## src/gpib_camac_pkg.sv

```systemverilog
package gpib_camac_pkg;

	// Clock rate and derived cycle counts
	localparam int CLK_MHZ     = 50;
	localparam int T_SETTLE_NS = 200;   // Data settle before DAV
	localparam int T_S1_DLY_NS = 500;   // Busy to S1
	localparam int T_STRB_NS   = 250;   // S1 and S2 width
	localparam int T_GAP_NS    = 125;   // S1 end to S2, S2 end to Busy end

	// Least times round up to whole cycles
	localparam int SETTLE_CYC = (T_SETTLE_NS * CLK_MHZ + 999) / 1000;
	localparam int S1_ON      = (T_S1_DLY_NS * CLK_MHZ + 999) / 1000;
	localparam int STRB_CYC   = (T_STRB_NS * CLK_MHZ + 999) / 1000;
	localparam int GAP_CYC    = (T_GAP_NS * CLK_MHZ + 999) / 1000;
	localparam int S1_OFF     = S1_ON + STRB_CYC;
	localparam int S2_ON      = S1_OFF + GAP_CYC;
	localparam int S2_OFF     = S2_ON + STRB_CYC;
	localparam int CYC_END    = S2_OFF + GAP_CYC;
	localparam int CNT_W      = 7;

	// Bus commands sent with ATN
	localparam logic [7:0] CMD_SPE  = 8'h18;
	localparam logic [7:0] CMD_SPD  = 8'h19;
	localparam logic [7:0] CMD_UNL  = 8'h3f;
	localparam logic [7:0] CMD_UNT  = 8'h5f;
	localparam logic [2:0] GRP_LSN  = 3'h1;  // Listen address group
	localparam logic [2:0] GRP_TLK  = 3'h2;  // Talk address group

	// First listen byte class in bits 7..6 (zero based 6..5)
	localparam logic [1:0] CLS_MOD  = 2'h0;
	localparam logic [1:0] CLS_GLB  = 2'h1;

	// Own setup field positions within bits 1..5
	localparam int SET_CNT_LO = 0;   // Read-back data byte count, 2 bits
	localparam int SET_BLK    = 2;   // Block mode enable
	localparam int SET_LAM    = 3;   // SRQ on any LAM
	localparam int SET_XQ     = 4;   // SRQ on X or Q zero
	// Global command bit positions
	localparam int GLB_C = 0;
	localparam int GLB_Z = 1;
	localparam int GLB_I = 2;

	// Latched read-back command, no dataway cycle
	localparam logic [4:0] LATCH_F = 5'h00;
	localparam logic [3:0] LATCH_A = 4'h0;
	localparam logic [4:0] LATCH_N = 5'h18;

	// Listen sequencer slots
	localparam logic [2:0] SEQ_FIRST = 3'h0;
	localparam logic [2:0] SEQ_A     = 3'h1;
	localparam logic [2:0] SEQ_N     = 3'h2;
	localparam logic [2:0] SEQ_W0    = 3'h3;
	localparam logic [2:0] SEQ_W1    = 3'h4;
	localparam logic [2:0] SEQ_W2    = 3'h5;
	localparam logic [2:0] SEQ_DONE  = 3'h6;

	localparam int         N_LAM     = 24;
	localparam int         SP_BYTES  = 5;   // X/Q byte then four LAM bytes
	localparam int         LAM_PER   = 6;
	localparam int         SRQ_BIT   = 6;   // Bit 7 of a status byte

	// Command decoder modes
	typedef enum logic [1:0] {
		MD_IDLE,
		MD_LISTEN,
		MD_TALK,
		MD_SPOLL
	} mode_t;

	// Dataway command held between cycles
	typedef struct packed {
		logic [4:0]  f;
		logic [3:0]  a;
		logic [4:0]  n;
		logic [23:0] w;
	} dw_cmd_t;

	// Talker FIFO word
	typedef struct packed {
		logic       eoi;
		logic [7:0] data;
	} tx_word_t;

endpackage : gpib_camac_pkg

```

## src/gpib_camac_bridge.sv

```systemverilog
`timescale 1ns/1ps

////////////////////////////////////////////////////////////////////////////////
// Talker byte FIFO

module tx_fifo #(
	parameter int WIDTH = 9,
	parameter int DEPTH = 16
) (
	input  wire logic             clk_sys,
	input  wire logic             nrst,
	input  wire logic             ce,
	input  wire logic [WIDTH-1:0] in_data,
	input  wire logic             in_valid,
	output logic                  in_ready,
	output logic      [WIDTH-1:0] out_data,
	output logic                  out_valid,
	input  wire logic             out_ready
);
	localparam int AW = $clog2(DEPTH);

	// Wrap-bit pointers need a power-of-two depth
	if (DEPTH < 2 || (1 << AW) != DEPTH || WIDTH < 1) begin : g_bad_depth
		$error("tx_fifo: DEPTH must be a power of two >= 2");
	end

	logic [WIDTH-1:0] mem_r [DEPTH];   // Storage
	logic [AW:0]      wp_r;            // Write pointer with wrap bit
	logic [AW:0]      rp_r;            // Read pointer with wrap bit
	logic             push;
	logic             pop;

	// Full and empty from pointer compare
	assign in_ready  = !((wp_r[AW] != rp_r[AW]) &&
	                     (wp_r[AW-1:0] == rp_r[AW-1:0]));
	assign out_valid = (wp_r != rp_r);
	assign push      = ce && in_valid && in_ready;
	assign pop       = ce && out_valid && out_ready;
	assign out_data  = mem_r[rp_r[AW-1:0]];

	// Pointers
	always_ff @(posedge clk_sys) begin
		if (!nrst) begin
			wp_r <= '0;
			rp_r <= '0;
		end else begin
			if (push)
				wp_r <= wp_r + 1'b1;
			if (pop)
				rp_r <= rp_r + 1'b1;
		end
	end

	// Storage write
	always_ff @(posedge clk_sys) begin
		if (push)
			mem_r[wp_r[AW-1:0]] <= in_data;
	end

endmodule : tx_fifo

////////////////////////////////////////////////////////////////////////////////
// Instrument bus to crate dataway bridge

module gpib_camac_bridge #(
	parameter int FIFO_DEPTH = 16
) (
	input  wire logic        clk_sys,
	input  wire logic        nrst,
	input  wire logic        ce,
	input  wire logic [4:0]  my_addr,    // Primary bus address
	input  wire logic        swap_bytes, // Swap first two read bytes
	input  wire logic        ifc,        // Interface clear, high true
	input  wire logic        atn,        // Attention, high true
	input  wire logic [7:0]  dio_in,     // Data lines in
	output logic      [7:0]  dio_out,    // Data lines out
	output logic             dio_oe,     // Drive data lines
	input  wire logic        dav_in,     // Data valid from talker
	output logic             dav_out,    // Data valid as talker
	output logic             eoi_out,    // End with last byte
	input  wire logic        rfd_in,     // Listener ready
	output logic             rfd_out,    // Ready as acceptor
	input  wire logic        dac_in,     // Listener accepted
	output logic             dac_out,    // Accepted as acceptor
	output logic             srq_out,    // Service request
	output logic             busy,       // Dataway Busy
	output logic             s1,         // Strobe 1
	output logic             s2,         // Strobe 2
	output gpib_camac_pkg::dw_cmd_t dw_cmd, // F, A, N, W lines
	output logic             dw_c,       // Clear line
	output logic             dw_z,       // Initialise line
	output logic             dw_i,       // Inhibit line
	input  wire logic [23:0] dw_r,       // Read lines
	input  wire logic        dw_x,       // Command accepted
	input  wire logic        dw_q,       // Response
	input  wire logic [23:0] lam         // LAM lines, slot 1 in bit 0
);
	// A whole status burst must fit the FIFO
	if (FIFO_DEPTH < gpib_camac_pkg::SP_BYTES) begin : g_bad_fifo
		$error("gpib_camac_bridge: FIFO too shallow for status");
	end

	////////////////////////////////////////////////////////////////////////
	// Declarations

	gpib_camac_pkg::mode_t   mode_r;     // Decoder state
	logic                    spas_r;     // Serial poll active flag
	logic                    sp_talk_r;  // Talking status bytes
	gpib_camac_pkg::dw_cmd_t cmd_r;      // Latched dataway command
	logic                    c_r, z_r, i_r;
	logic [1:0]              cnt_r;      // Read-back byte count
	logic                    blk_r;      // Block mode enable
	logic                    en_lam_r;   // SRQ on LAM
	logic                    en_xq_r;    // SRQ on X or Q zero
	logic [2:0]              seq_r;      // Listen sequencer slot
	logic                    dac_r;      // Acceptor accepted
	logic                    srq_r;      // Pending request
	logic [23:0]             rd_r;       // Latched read data
	logic                    x_r, q_r;   // Latched responses
	logic                    cyc_req_r;  // Cycle wanted
	logic                    busy_r;
	logic [gpib_camac_pkg::CNT_W-1:0] tmr_r;  // Cycle timer
	logic                    prod_r;     // Producer loading FIFO
	logic [2:0]              pidx_r;     // Producer byte index
	logic                    sp_pend_r;  // Status queued, awaiting read
	logic                    dav_r;
	logic                    eoi_r;
	logic [7:0]              dout_r;
	logic [3:0]              settle_r;   // DAV settle counter
	logic                    take;       // Acceptor captures a byte
	logic                    is_cmd;     // Captured byte is a command
	logic                    is_mla, is_mta;
	logic                    talk_act;   // Talker active
	logic                    special;    // Latched read-back command
	logic                    cyc_go;     // Cycle starts now
	logic                    s1_end;     // Read lines sampled now
	logic                    cyc_done;   // Cycle ends now
	logic [2:0]              plen;       // Bytes the producer sends
	gpib_camac_pkg::tx_word_t pw;        // Producer word
	logic                    f_rdy;
	gpib_camac_pkg::tx_word_t f_out;
	logic                    f_val;
	logic                    f_pop;
	logic                    push;
	logic                    tx_idle;    // Nothing queued or on the bus

	////////////////////////////////////////////////////////////////////////
	// Decode

	// Acceptor takes a byte once valid, gated by attention or listen
	assign take    = ce && dav_in && rfd_out && (atn || mode_r == gpib_camac_pkg::MD_LISTEN);
	assign is_cmd  = atn;
	assign is_mla  = dio_in[7:5] == gpib_camac_pkg::GRP_LSN && dio_in[4:0] == my_addr;
	assign is_mta  = dio_in[7:5] == gpib_camac_pkg::GRP_TLK && dio_in[4:0] == my_addr;
	assign talk_act = (mode_r == gpib_camac_pkg::MD_TALK) || sp_talk_r;
	assign special = cmd_r.f == gpib_camac_pkg::LATCH_F &&
	                 cmd_r.a == gpib_camac_pkg::LATCH_A &&
	                 cmd_r.n == gpib_camac_pkg::LATCH_N;
	assign cyc_go  = cyc_req_r && !busy_r && !srq_r && !special && !prod_r;
	assign s1_end  = busy_r && tmr_r == gpib_camac_pkg::CNT_W'(gpib_camac_pkg::S1_OFF);
	assign cyc_done = busy_r && tmr_r == gpib_camac_pkg::CNT_W'(gpib_camac_pkg::CYC_END);
	assign tx_idle = !f_val && !dav_r && !prod_r;

	////////////////////////////////////////////////////////////////////////
	// Command decoder

	// Mode transitions on bus commands
	always_ff @(posedge clk_sys) begin
		if (!nrst || ifc) begin
			mode_r    <= gpib_camac_pkg::MD_IDLE;
			spas_r    <= 1'b0;
			sp_talk_r <= 1'b0;
		end else if (take && is_cmd) begin
			if (dio_in == gpib_camac_pkg::CMD_SPE) begin
				spas_r <= 1'b1;
				mode_r <= gpib_camac_pkg::MD_SPOLL;
			end else if (dio_in == gpib_camac_pkg::CMD_SPD) begin
				spas_r    <= 1'b0;
				sp_talk_r <= 1'b0;
				if (mode_r == gpib_camac_pkg::MD_SPOLL)
					mode_r <= gpib_camac_pkg::MD_IDLE;
			end else if (is_mta) begin
				if (spas_r)
					sp_talk_r <= 1'b1;
				else
					mode_r <= gpib_camac_pkg::MD_TALK;
			end else if (dio_in == gpib_camac_pkg::CMD_UNT) begin
				sp_talk_r <= 1'b0;
				if (mode_r == gpib_camac_pkg::MD_TALK)
					mode_r <= gpib_camac_pkg::MD_IDLE;
			end else if (is_mla) begin
				mode_r <= gpib_camac_pkg::MD_LISTEN;
			end else if (dio_in == gpib_camac_pkg::CMD_UNL) begin
				if (mode_r == gpib_camac_pkg::MD_LISTEN)
					mode_r <= gpib_camac_pkg::MD_IDLE;
			end
		end
	end

	////////////////////////////////////////////////////////////////////////
	// Acceptor handshake

	// Accepted held until the talker drops valid
	always_ff @(posedge clk_sys) begin
		if (!nrst || ifc)
			dac_r <= 1'b0;
		else if (take)
			dac_r <= 1'b1;
		else if (ce && !dav_in)
			dac_r <= 1'b0;
	end

	// Ready when not talking and no byte in hand
	assign rfd_out = !dac_r && !(talk_act && !atn);
	assign dac_out = dac_r;

	////////////////////////////////////////////////////////////////////////
	// Listen sequencer and latches

	// Byte sequencer, restarted by own listen address
	always_ff @(posedge clk_sys) begin
		if (!nrst || ifc)
			seq_r <= gpib_camac_pkg::SEQ_FIRST;
		else if (take && is_cmd && is_mla)
			seq_r <= gpib_camac_pkg::SEQ_FIRST;
		else if (take && !is_cmd) begin
			// Only a module byte opens the sequence
			if (seq_r == gpib_camac_pkg::SEQ_FIRST)
				seq_r <= (dio_in[6:5] == gpib_camac_pkg::CLS_MOD) ?
				         gpib_camac_pkg::SEQ_A : gpib_camac_pkg::SEQ_FIRST;
			else if (seq_r != gpib_camac_pkg::SEQ_DONE)
				seq_r <= seq_r + 3'h1;
		end
	end

	// F, A, N, W persist until overwritten
	always_ff @(posedge clk_sys) begin
		if (!nrst || ifc)
			cmd_r <= '0;
		else if (take && !is_cmd) begin
			case (seq_r)
				gpib_camac_pkg::SEQ_FIRST: begin
					if (dio_in[6:5] == gpib_camac_pkg::CLS_MOD)
						cmd_r.f <= dio_in[4:0];
				end
				gpib_camac_pkg::SEQ_A:  cmd_r.a        <= dio_in[3:0];
				gpib_camac_pkg::SEQ_N:  cmd_r.n        <= dio_in[4:0];
				gpib_camac_pkg::SEQ_W0: cmd_r.w[7:0]   <= dio_in;
				gpib_camac_pkg::SEQ_W1: cmd_r.w[15:8]  <= dio_in;
				gpib_camac_pkg::SEQ_W2: cmd_r.w[23:16] <= dio_in;
				default: ;
			endcase
		end
	end

	// Global command latches
	always_ff @(posedge clk_sys) begin
		if (!nrst || ifc) begin
			c_r <= 1'b0;
			z_r <= 1'b0;
			i_r <= 1'b0;
		end else if (take && !is_cmd && seq_r == gpib_camac_pkg::SEQ_FIRST &&
		             dio_in[6:5] == gpib_camac_pkg::CLS_GLB) begin
			c_r <= dio_in[gpib_camac_pkg::GLB_C];
			z_r <= dio_in[gpib_camac_pkg::GLB_Z];
			i_r <= dio_in[gpib_camac_pkg::GLB_I];
		end else if (ce && cyc_done) begin
			c_r <= 1'b0;
			z_r <= 1'b0;
		end
	end

	always_ff @(posedge clk_sys) begin
		if (!nrst || ifc) begin
			cnt_r    <= '0;
			blk_r    <= 1'b0;
			en_lam_r <= 1'b0;
			en_xq_r  <= 1'b0;
		end else if (take && !is_cmd && seq_r == gpib_camac_pkg::SEQ_FIRST &&
		             dio_in[6]) begin
			cnt_r    <= dio_in[gpib_camac_pkg::SET_CNT_LO +: 2];
			blk_r    <= dio_in[gpib_camac_pkg::SET_BLK];
			en_lam_r <= dio_in[gpib_camac_pkg::SET_LAM];
			en_xq_r  <= dio_in[gpib_camac_pkg::SET_XQ];
		end else if (ce && s1_end && !dw_q)
			blk_r <= 1'b0;
	end

	////////////////////////////////////////////////////////////////////////
	// Dataway cycle

	// Cycle request from talk address or block refill
	always_ff @(posedge clk_sys) begin
		if (!nrst || ifc)
			cyc_req_r <= 1'b0;
		else if (ce) begin
			if (take && is_cmd && is_mta && !spas_r)
				cyc_req_r <= 1'b1;
			else if (mode_r == gpib_camac_pkg::MD_TALK && blk_r && tx_idle &&
			         !busy_r && !cyc_req_r && !atn)
				cyc_req_r <= 1'b1;
			else if (cyc_go || special || mode_r != gpib_camac_pkg::MD_TALK)
				cyc_req_r <= 1'b0;
		end
	end

	always_ff @(posedge clk_sys) begin
		if (!nrst || ifc) begin
			busy_r <= 1'b0;
			tmr_r  <= '0;
		end else if (ce) begin
			if (cyc_go) begin
				busy_r <= 1'b1;
				tmr_r  <= '0;
			end else if (cyc_done)
				busy_r <= 1'b0;
			else if (busy_r)
				tmr_r <= tmr_r + 1'b1;
		end
	end

	// Latch read lines at end of S1
	always_ff @(posedge clk_sys) begin
		if (!nrst || ifc) begin
			rd_r <= '0;
			x_r  <= 1'b0;
			q_r  <= 1'b0;
		end else if (ce && s1_end) begin
			rd_r <= dw_r;
			x_r  <= dw_x;
			q_r  <= dw_q;
		end
	end

	assign busy = busy_r;
	assign s1 = busy_r && tmr_r >= gpib_camac_pkg::CNT_W'(gpib_camac_pkg::S1_ON) &&
	            tmr_r < gpib_camac_pkg::CNT_W'(gpib_camac_pkg::S1_OFF);
	assign s2 = busy_r && tmr_r >= gpib_camac_pkg::CNT_W'(gpib_camac_pkg::S2_ON) &&
	            tmr_r < gpib_camac_pkg::CNT_W'(gpib_camac_pkg::S2_OFF);
	assign dw_cmd = busy_r ? cmd_r : '0;
	assign dw_c = busy_r && c_r;
	assign dw_z = busy_r && z_r;
	assign dw_i = busy_r && i_r;

	////////////////////////////////////////////////////////////////////////
	// Service request

	// Set on LAM or X/Q zero; set wins over clear
	always_ff @(posedge clk_sys) begin
		if (!nrst || ifc)
			srq_r <= 1'b0;
		else if (ce && ((en_lam_r && |lam) ||
		         (en_xq_r && s1_end && (!dw_x || !dw_q))))
			srq_r <= 1'b1;
		else if (take && is_cmd && dio_in == gpib_camac_pkg::CMD_SPD)
			srq_r <= 1'b0;
		else if (ce && sp_pend_r && tx_idle)
			srq_r <= 1'b0;
	end
	assign srq_out = srq_r;

	////////////////////////////////////////////////////////////////////////
	// Output producer

	// Number of bytes in this burst
	always_comb begin
		if (sp_talk_r)
			plen = 3'(gpib_camac_pkg::SP_BYTES);
		else
			plen = {1'b0, cnt_r} + {2'b00, !blk_r};
	end

	// Select the byte for the current index
	always_comb begin
		pw = '0;
		if (sp_talk_r) begin
			// Status bytes, bit 7 shows SRQ
			pw.data[gpib_camac_pkg::SRQ_BIT] = srq_r;
			if (pidx_r == 3'h0)
				pw.data[1:0] = {q_r, x_r};
			else
				pw.data[5:0] = lam[(32'(pidx_r) - 1) * gpib_camac_pkg::LAM_PER +: 6];
			pw.eoi = pidx_r == plen - 3'h1;
		end else if (pidx_r < {1'b0, cnt_r}) begin
			// Optional swap of first two bytes
			case (pidx_r)
				3'h0:    pw.data = swap_bytes ? rd_r[15:8] : rd_r[7:0];
				3'h1:    pw.data = swap_bytes ? rd_r[7:0] : rd_r[15:8];
				default: pw.data = rd_r[23:16];
			endcase
		end else begin
			pw.data[1:0] = {q_r, x_r};
			pw.eoi       = 1'b1;
		end
	end

	assign push = prod_r && f_rdy && ce;

	// Producer start and advance
	always_ff @(posedge clk_sys) begin
		if (!nrst || ifc) begin
			prod_r    <= 1'b0;
			pidx_r    <= '0;
			sp_pend_r <= 1'b0;
		end else if (ce) begin
			if (!prod_r) begin
				pidx_r <= '0;
				if (take && is_cmd && is_mta && spas_r)
					prod_r <= 1'b1;
				else if ((cyc_done || (cyc_req_r && special && !busy_r)) &&
				         mode_r == gpib_camac_pkg::MD_TALK && plen != 3'h0)
					prod_r <= 1'b1;
				if (sp_pend_r && tx_idle)
					sp_pend_r <= 1'b0;
			end else if (push) begin
				pidx_r <= pidx_r + 3'h1;
				if (pidx_r == plen - 3'h1) begin
					prod_r    <= 1'b0;
					sp_pend_r <= sp_talk_r;
				end
			end
		end
	end

	tx_fifo #(
		.WIDTH ($bits(gpib_camac_pkg::tx_word_t)),
		.DEPTH (FIFO_DEPTH)
	) u_fifo (
		.clk_sys   (clk_sys),
		.nrst      (nrst && !ifc),
		.ce        (ce),
		.in_data   (pw),
		.in_valid  (prod_r),
		.in_ready  (f_rdy),
		.out_data  (f_out),
		.out_valid (f_val),
		.out_ready (f_pop)
	);

	////////////////////////////////////////////////////////////////////////
	// Source handshake

	// Accepted drops DAV and pops the byte
	assign f_pop = dav_r && dac_in;

	always_ff @(posedge clk_sys) begin
		if (!nrst || ifc) begin
			dav_r    <= 1'b0;
			eoi_r    <= 1'b0;
			dout_r   <= '0;
			settle_r <= '0;
		end else if (ce) begin
			if (dav_r) begin
				if (dac_in) begin
					dav_r <= 1'b0;
					eoi_r <= 1'b0;
				end
			end else if (talk_act && !atn && rfd_in && f_val && !dac_in) begin
				dout_r <= f_out.data;
				if (settle_r == 4'(gpib_camac_pkg::SETTLE_CYC)) begin
					dav_r    <= 1'b1;
					eoi_r    <= f_out.eoi;
					settle_r <= '0;
				end else
					settle_r <= settle_r + 4'h1;
			end else
				settle_r <= '0;
		end
	end

	// Bus buffers turn round while talking
	assign dio_oe  = talk_act && !atn;
	assign dio_out = dout_r;
	assign dav_out = dav_r;
	assign eoi_out = eoi_r;

endmodule : gpib_camac_bridge

```

## config.mk

```make
export PLATFORM = sky130hd
export DESIGN_NAME = gpib_camac_bridge
export DESIGN_NICKNAME = d
export VERILOG_FILES = /design/src/gpib_camac_pkg.sv /design/src/gpib_camac_bridge.sv
export SDC_FILE = /design/constraint.sdc
export NUM_CORES = 1
export LEC_CHECK = 0
export BUFFER_PORTS_ARGS = -buffer_cell sky130_fd_sc_hd__buf_2
export CAP_MARGIN = 25
export CORE_ASPECT_RATIO = 0.6
export CORE_UTILIZATION = 39
export DETAILED_ROUTE_END_ITERATION = 16
export PLACE_DENSITY = 0.66
export SYNTH_ARGS = -nofsm -noshare
export SYNTH_HDL_FRONTEND = slang
export SYNTH_SLANG_ARGS = --single-unit
export TNS_END_PERCENT = 10
```

## constraint.sdc

```tcl
create_clock -name clk_sys -period 5.81 [get_ports clk_sys]
set_input_delay 1.162 -clock clk_sys [delete_from_list [all_inputs] [get_ports clk_sys]]
set_output_delay 1.162 -clock clk_sys [all_outputs]
set_load 0.005 [all_outputs]
```

==> run_results.csv, run 1 <==
group,metric,value,unit
hold_path,holdPathEnd,"rd_r[22]$_SDFFE_PN0P_",
pwr,p_per_area,264,mW/mm^2
timing,fmax,0.241,GHz
timing,finalClockSkew,0.00992,ns
floorplanning,io_pins,130,
drt,route.detailed.drc,6,
setup_path,r2r_end,"u_fifo.mem_r[9][0]$_DFFE_PP_",
clock_tree,h-tree-depth,1,
yosys,synth_area_leaders,"edfxtp_1 35%, dfxtp_1 20%, mux4_2 8.1%",
setup_path,worstPathRequired,6.04,ns
yosys,async_flop_share,0,%
pwr,power_frac_seq,51.2,%
grt,antenna_found_initial,2,
setup_path,end_kind,"flip-flop",
timing,tightest_slew,1.00,ns
place,post-dp-hpwl,23700,microns
hold_path,hp-start,"rd_r[22]$_SDFFE_PN0P_",
place,gp_congestion,0.886,
finish,seqCellArea,0.00679,sq mm
floorplanning,dieWidth,233,microns
timing,setup-violations-final,0,
setup_path,timing.rr.start,"pidx_r[0]$_SDFFE_PN0P_",
drt,via_per_inst,5.66,
drt,ant_nets,0,
yosys,synth-warning-count,0,
status,outcome,"complete, but fails checks",
setup_path,critPathKind,"reg2reg",
flow_run,maxCapViolations,0,
timing,rsz0062_at_grt,"false",
pwr,p_sw,849,uW
yosys,synth-edff-count,144,
setup_path,cp_max_fo,29,
clock_tree,cts_buffers,27,
hold_path,holdPathStages,2,
yosys,syn_area,0.0125,sq mm
timing,period_share,71.4,%
clock_tree,post_cts_resized,0,
clock_tree,hold_buffers,0,
drt,drt_pass1_iterations,14,
status,violations,"design-rule violations",
yosys,yosysTopAreaCell,"edfxtp_1",
clock_tree,cts_root_buffer,"clkbuf_16",
timing,fin_crit,4.15,ns
yosys,synth_most_common_cell,"edfxtp_1",
pwr,switching_share,22.1,%
clock_tree,clk_latency,0.57,ns
pwr,pwr-share-clk,46.1,%
pwr,finalPower,3.85,mW
yosys,syn_nets,1195,
yosys,ys_top_cells_by_count,"144 x edfxtp_1, 123 x dfxtp_1, 104 x nand2_1, 92 x nor2_1, 63 x a21oi_1",
setup_path,cp_top_family,"adder cells",
finish,num-nets-final,1311,
yosys,ys_ff_latch,267,
floorplanning,rows,50,
timing,slew_headroom,32.8,%
pwr,leakage,5.00,nW
yosys,synth_top_area_share,34.5,%
setup_path,worstPathCellList,"buf_4 > inv_1 > ha_1 > xor2_1 > fa_1 > mux4_2 > a22o_1 > a311o_1",
yosys,ys_types,76,
setup_path,slowest_delay,1.10,ns
grt,grtUsageTotal,20.4,%
clock_tree,post_cts_buffers,0,
drt,wirelength,33200,microns
floorplanning,dieArea,0.0329,sq mm
pwr,p_comb_share,2.7,%
grt,grt_pass1_wl,51200,microns
drt,via_count,9338,
setup_path,path_buf_inv,2,
floorplanning,fp.coreArea,0.0314,sq mm
yosys,avgSynthCellArea,11.4,sq um
clock_tree,clk_path_buf_depth,3,
floorplanning,start_util,39.9,%
timing,setup_tns,0,ns
grt,grt_start_max_net_pins,51,
timing,report.final.hold_viol_count,0,
clock_tree,cts_tree,"built",
setup_path,cpMaxStageDelayCell,"fa_1",
hold_path,min_path_type,"reg2reg",
drt,routedWlPerCell,20.1,microns
finish,nFillCells,2878,
yosys,syn_inst,1095,
finish,areaGrowthSynthToFinish,16.2,%
finish,finalNonFillerCells,1649,
clock_tree,clk_pin_slew,0.07,ns
timing,slew_violations,0,
setup_path,cp.arrival,4.38,ns
timing,hold_slack,0.455,ns
grt,overflow,0,
drt,drt-initial-drc-count,845,
pwr,internal_power,3.00,mW
place,dp.cells,1593,
floorplanning,dieHeight,141,microns
setup_path,r2r_slack,1.66,ns
grt,grt_pass1_vias,8701,
yosys,synthFlopType,"edfxtp_1",
yosys,ys_seq_area_share,54.2,%
setup_path,worstRegToRegCells,8,
place,port_buffers,129,
pwr,peakVddDrop,0.222,mV
finish,multiInputGateArea,0.00537,sq mm
finish,drive_gt1_share,21.8,%
setup_path,cp-start-kind,"flip-flop",
clock_tree,clock_sinks,267,
setup_path,startpoint,"pidx_r[0]$_SDFFE_PN0P_",
[registers in the layout, indices dropped and copies added, names as in the netlist, 2 cells and up, named ones only]
register and flops:
tmr_r 7, rd_r 24, u_fifo.mem_r 144, pidx_r 3, seq_r 3, u_fifo.wp_r 5
mode_r 2, u_fifo.rp_r 5, cmd_r 38, dio_out 8, settle_r 4, cnt_r 2
[power groups by stage]
| stage | combinational [mW] | clock [mW] | sequential [mW] |
|---|---|---|---|
| 6_report | 0.104 | 1.78 | 1.97 |
| 5_1_grt | 0.112 | 1.88 | 1.97 |
| 4_1_cts | 0.102 | 1.81 | 1.97 |
| 3_5_place_dp | 0.102 | 0 | 2.01 |
| 3_3_place_gp | 0.102 | 0 | 2.01 |
| 2_1_floorplan | 0.0479 | 0 | 2.01 |
[worst reg2reg max path, delay by kind of cell (launching register included)]
family	cells	cell delay (ns)
buffers and inverters	2	0.50
adders and majority gates	2	1.40
muxes	1	0.61
AOI/OAI and AO/OA	2	0.79
xor gates and xnor gates	1	0.20
DFF	1	0.31
[how the worst max path moves through the flow]
stage | end | cells after the start | slack, ns
floorplan | u_fifo.mem_r[0][2]$_DFFE_PP_ | 11 | 1.52
global placement | u_fifo.mem_r[0][1]$_DFFE_PP_ | 9 | 1.74
detailed placement | u_fifo.mem_r[3][4]$_DFFE_PP_ | 9 | 1.50
CTS | u_fifo.mem_r[11][4]$_DFFE_PP_ | 9 | 1.49
global route | u_fifo.mem_r[0][3]$_DFFE_PP_ | 11 | 1.35
finish | u_fifo.mem_r[9][0]$_DFFE_PP_ | 8 | 1.66
[routing by layer]
metal,share of wire [%],routed length (microns),track usage [%],vias up
met4,2.0,654,4.58,0
met2,40,13400,28.1,363
met1,50,16700,32.4,4607
met5,0,0,0,-
li1,-,-,-,4318
met3,7.3,2420,3.68,50
[stage by stage]
stage | setup WS (ns) | util, % | instance area (sq um)
detailed placement | 1.50 | 43.4 | 13600
global route | 1.35 | 46.4 | 14600
floorplan | 1.52 | - | 12500
global placement | 1.74 | 43.2 | 13600
CTS | 1.49 | 46.2 | 14500
finish | 1.66 | 46.4 | 14600
[kinds of logic after synthesis]
logic type                 share of synthesized area (%)
DFF                                                 54.2
AOI/OAI and AO/OA                                   11.4
xor gates and xnor gates                            1.75
buffers and inverters                               3.14
and+or+nand+nor                                     14.8
adders and majority gates                           2.92
muxes                                               11.8
[final cells by class]
type / instances / share of cell area (%)
diodes: 1 / 0.0172
clock buffers: 29 / 4.69
clock inverters: 21 / 1.46
inverters: 24 / 0.619
multi-input cells: 730 / 36.9
flip-flops and latches: 267 / 46.6
well taps: 416 / 3.58
repair buffers: 161 / 6.16
[cells in the final DEF, fill, tap and decap left out, types with 5 or more instances in the layout]
cell type	instances
edfxtp_1	144
buf_2	129
dfxtp_1	122
nand2_1	104
nor2_1	92
a21oi_1	63
and2_1	46
mux4_2	45
mux2i_1	41
o21ai_0	39
nand3_1	37
buf_4	29
clkbuf_16	27
ha_1	26
inv_1	24
a22o_1	19
nor4_1	14
xnor2_1	13
xor2_1	12
o22ai_1	11
nand4_1	11
nand2b_1	10
nor3_1	9
or3_1	7
nor2b_1	6
a222oi_1	6
a31oi_1	6
or4_1	6
clkinv_1	6
and3_1	5
mux2_2	5
a211oi_1	5
o211ai_1	5
No activity file was read; power rests on OpenSTA's default activity.
==> inputs of run 2 (changes only) <==
clock period = 4.2 ns   (was 5.81 ns; I/O delays follow)
==> run 2 against run 1 <==
Against the previous run: the flow still finishes with violations (design-rule violations); total power up 38%; clock skew rose by 0.022 ns; critical endpoint is now u_fifo.mem_r[9][1]$_DFFE_PP_; setup slack worse by 1.4 ns; routed wire length grew 2.2%; fmax grew 6.7%; sequential share of layout area hardly changed; largest power group unchanged; highest routed layer unchanged; die area is the same; hold slack improved by 0.0076 ns; via count down 0.60%; core utilization hardly changed.
==> run_results.csv, run 2 (same netlist as run 1, synthesis figures left out) <==
group,metric,value,unit
timing,period_share,92.6,%
place,post-dp-hpwl,24100,microns
timing,rsz0062_at_grt,"false",
clock_tree,h-tree-depth,1,
status,violations,"design-rule violations",
grt,globalRouteMet2Util,28.3,%
clock_tree,clock_sinks,267,
clock_tree,cts_root_buffer,"clkbuf_16",
clock_tree,cts_tree,"built",
floorplanning,dieWidth,233,microns
floorplanning,rows,50,
clock_tree,cts_buffers,26,
clock_tree,clk_path_buf_depth,3,
timing,slew_violations,0,
timing,setup_tns,0,ns
grt,grt_pass1_wl,51300,microns
timing,tightest_slew,1.13,ns
grt,gr-usage-met1,32.6,%
place,port_buffers,129,
finish,drive_gt1_share,22.0,%
drt,wirelength,33900,microns
setup_path,cp-start-kind,"flip-flop",
timing,fmax,0.257,GHz
clock_tree,clk_latency,0.56,ns
floorplanning,dieArea,0.0329,sq mm
place,gp_congestion,0.924,
clock_tree,post_cts_resized,0,
drt,via_per_inst,5.62,
pwr,leakage,5.02,nW
grt,grt_pass1_vias,8556,
hold_path,min_path_type,"reg2reg",
grt,top_usage_layer,"met1",
pwr,finalPower,5.31,mW
status,outcome,"complete, but fails checks",
drt,via_count,9282,
finish,areaGrowthSynthToFinish,16.3,%
timing,report.final.hold_viol_count,0,
timing,finalClockSkew,0.0322,ns
drt,drt-initial-drc-count,1012,
clock_tree,post_cts_buffers,0,
pwr,peakVddDrop,0.295,mV
setup_path,end_kind,"flip-flop",
finish,final_common_cell,"edfxtp_1",
drt,route.detailed.drc,6,
finish,fin_util,46.4,%
floorplanning,io_pins,130,
finish,num-nets-final,1314,
floorplanning,start_util,39.9,%
timing,fin_crit,3.89,ns
flow_run,maxCapViolations,0,
floorplanning,dieHeight,141,microns
finish,layout_common_cells,"144 x edfxtp_1, 129 x buf_2, 122 x dfxtp_1",
grt,antenna_found_initial,2,
grt,met3_usage,4.61,%
setup_path,cp.arrival,4.07,ns
finish,nFillCells,2877,
setup_path,r2r_slack,0.31,ns
timing,slew_headroom,25.0,%
floorplanning,fp.coreArea,0.0314,sq mm
grt,grt_start_max_net_pins,39,
drt,routedWlPerCell,20.5,microns
finish,largest_reg_flops,144,
setup_path,critPathKind,"reg2reg",
clock_tree,clk_pin_slew,0.07,ns
drt,drt_pass1_iterations,11,
setup_path,cp_max_fo,16,
drt,ant_nets,0,
grt,overflow,0,
setup_path,worstPathRequired,4.38,ns
clock_tree,hold_buffers,0,
timing,setup-violations-final,0,
pwr,p_per_area,365,mW/mm^2
grt,grtUsageTotal,20.6,%
run 2: cell count changes in the layout (fill, tap and decap cells not counted), sizes merged:
| cell | previous run | this run |
|---|---|---|
| diode | 1 | 2 |
| clkinvlp | 6 | 5 |
| bufinv | 3 | 4 |
| buf | 161 | 165 |
| clkinv | 10 | 12 |
| clkbuf | 29 | 27 |
| inv | 26 | 24 |
run 2: layout make-up:
| type | count | area, sq um | share of cell area, % |
|---|---|---|---|
| Antenna cell | 2 | 5.00 | 0.0343 |
| Sequential cell | 267 | 6790 | 46.6 |
| Timing Repair Buffer | 165 | 920 | 6.31 |
| Multi-Input combinational cell | 730 | 5360 | 36.8 |
| Inverter | 24 | 90.1 | 0.618 |
| Clock buffer | 27 | 654 | 4.49 |
| Tap cell | 416 | 520 | 3.57 |
| Clock inverter | 21 | 233 | 1.60 |
run 2: worst paths after layout:
| check | to | cells past startpoint | from |
|---|---|---|---|
| setup / recovery | u_fifo.mem_r[9][1]$_DFFE_PP_ | 9 | pidx_r[1]$_SDFFE_PN0P_ |
| hold / removal | rd_r[21]$_SDFFE_PN0P_ | 2 | rd_r[21]$_SDFFE_PN0P_ |
| setup reg to reg | u_fifo.mem_r[9][1]$_DFFE_PP_ | 9 | pidx_r[1]$_SDFFE_PN0P_ |
| hold reg to reg | rd_r[21]$_SDFFE_PN0P_ | 2 | rd_r[21]$_SDFFE_PN0P_ |
run 2: critical path, stage by stage, from the launching register on:
cell,delay (ns)
dfxtp_1,0.48
inv_1,0.16
ha_1,0.27
xor2_1,0.30
fa_1,0.59
buf_4,0.25
mux4_2,0.34
a22o_1,0.13
a21oi_1,0.09
o22ai_1,0.90
run 2: metal layers:
metal  vias to the layer above  part of all wire, %
met5                         -                    0
met4                         0                  1.2
met3                        31                  8.2
met2                       353                   41
met1                      4572                   50
li1                       4326                    -
run 2: where the power goes:
group / internal [mW] / total [mW] / switching, mW / leakage (nW)
logic: 0.0519 / 0.148 / 0.0956 / 2.48
registers: 2.72 / 2.72 / 0.00113 / 2.12
clock network: 1.39 / 2.44 / 1.05 / 0.420
run 2: metrics by stage:
stage	instances	hold WS, ns	setup slack, ns	instance area, sq um
6_report	1652	0.463	0.312	14600
5_1_grt	1652	0.483	0.0879	14600
4_1_cts	1650	0.463	0.420	14600
3_5_place_dp	1602	0.451	0.483	13700
3_3_place_gp	1599	0.445	0.558	13700
2_1_floorplan	1095	0.435	-0.0450	12500
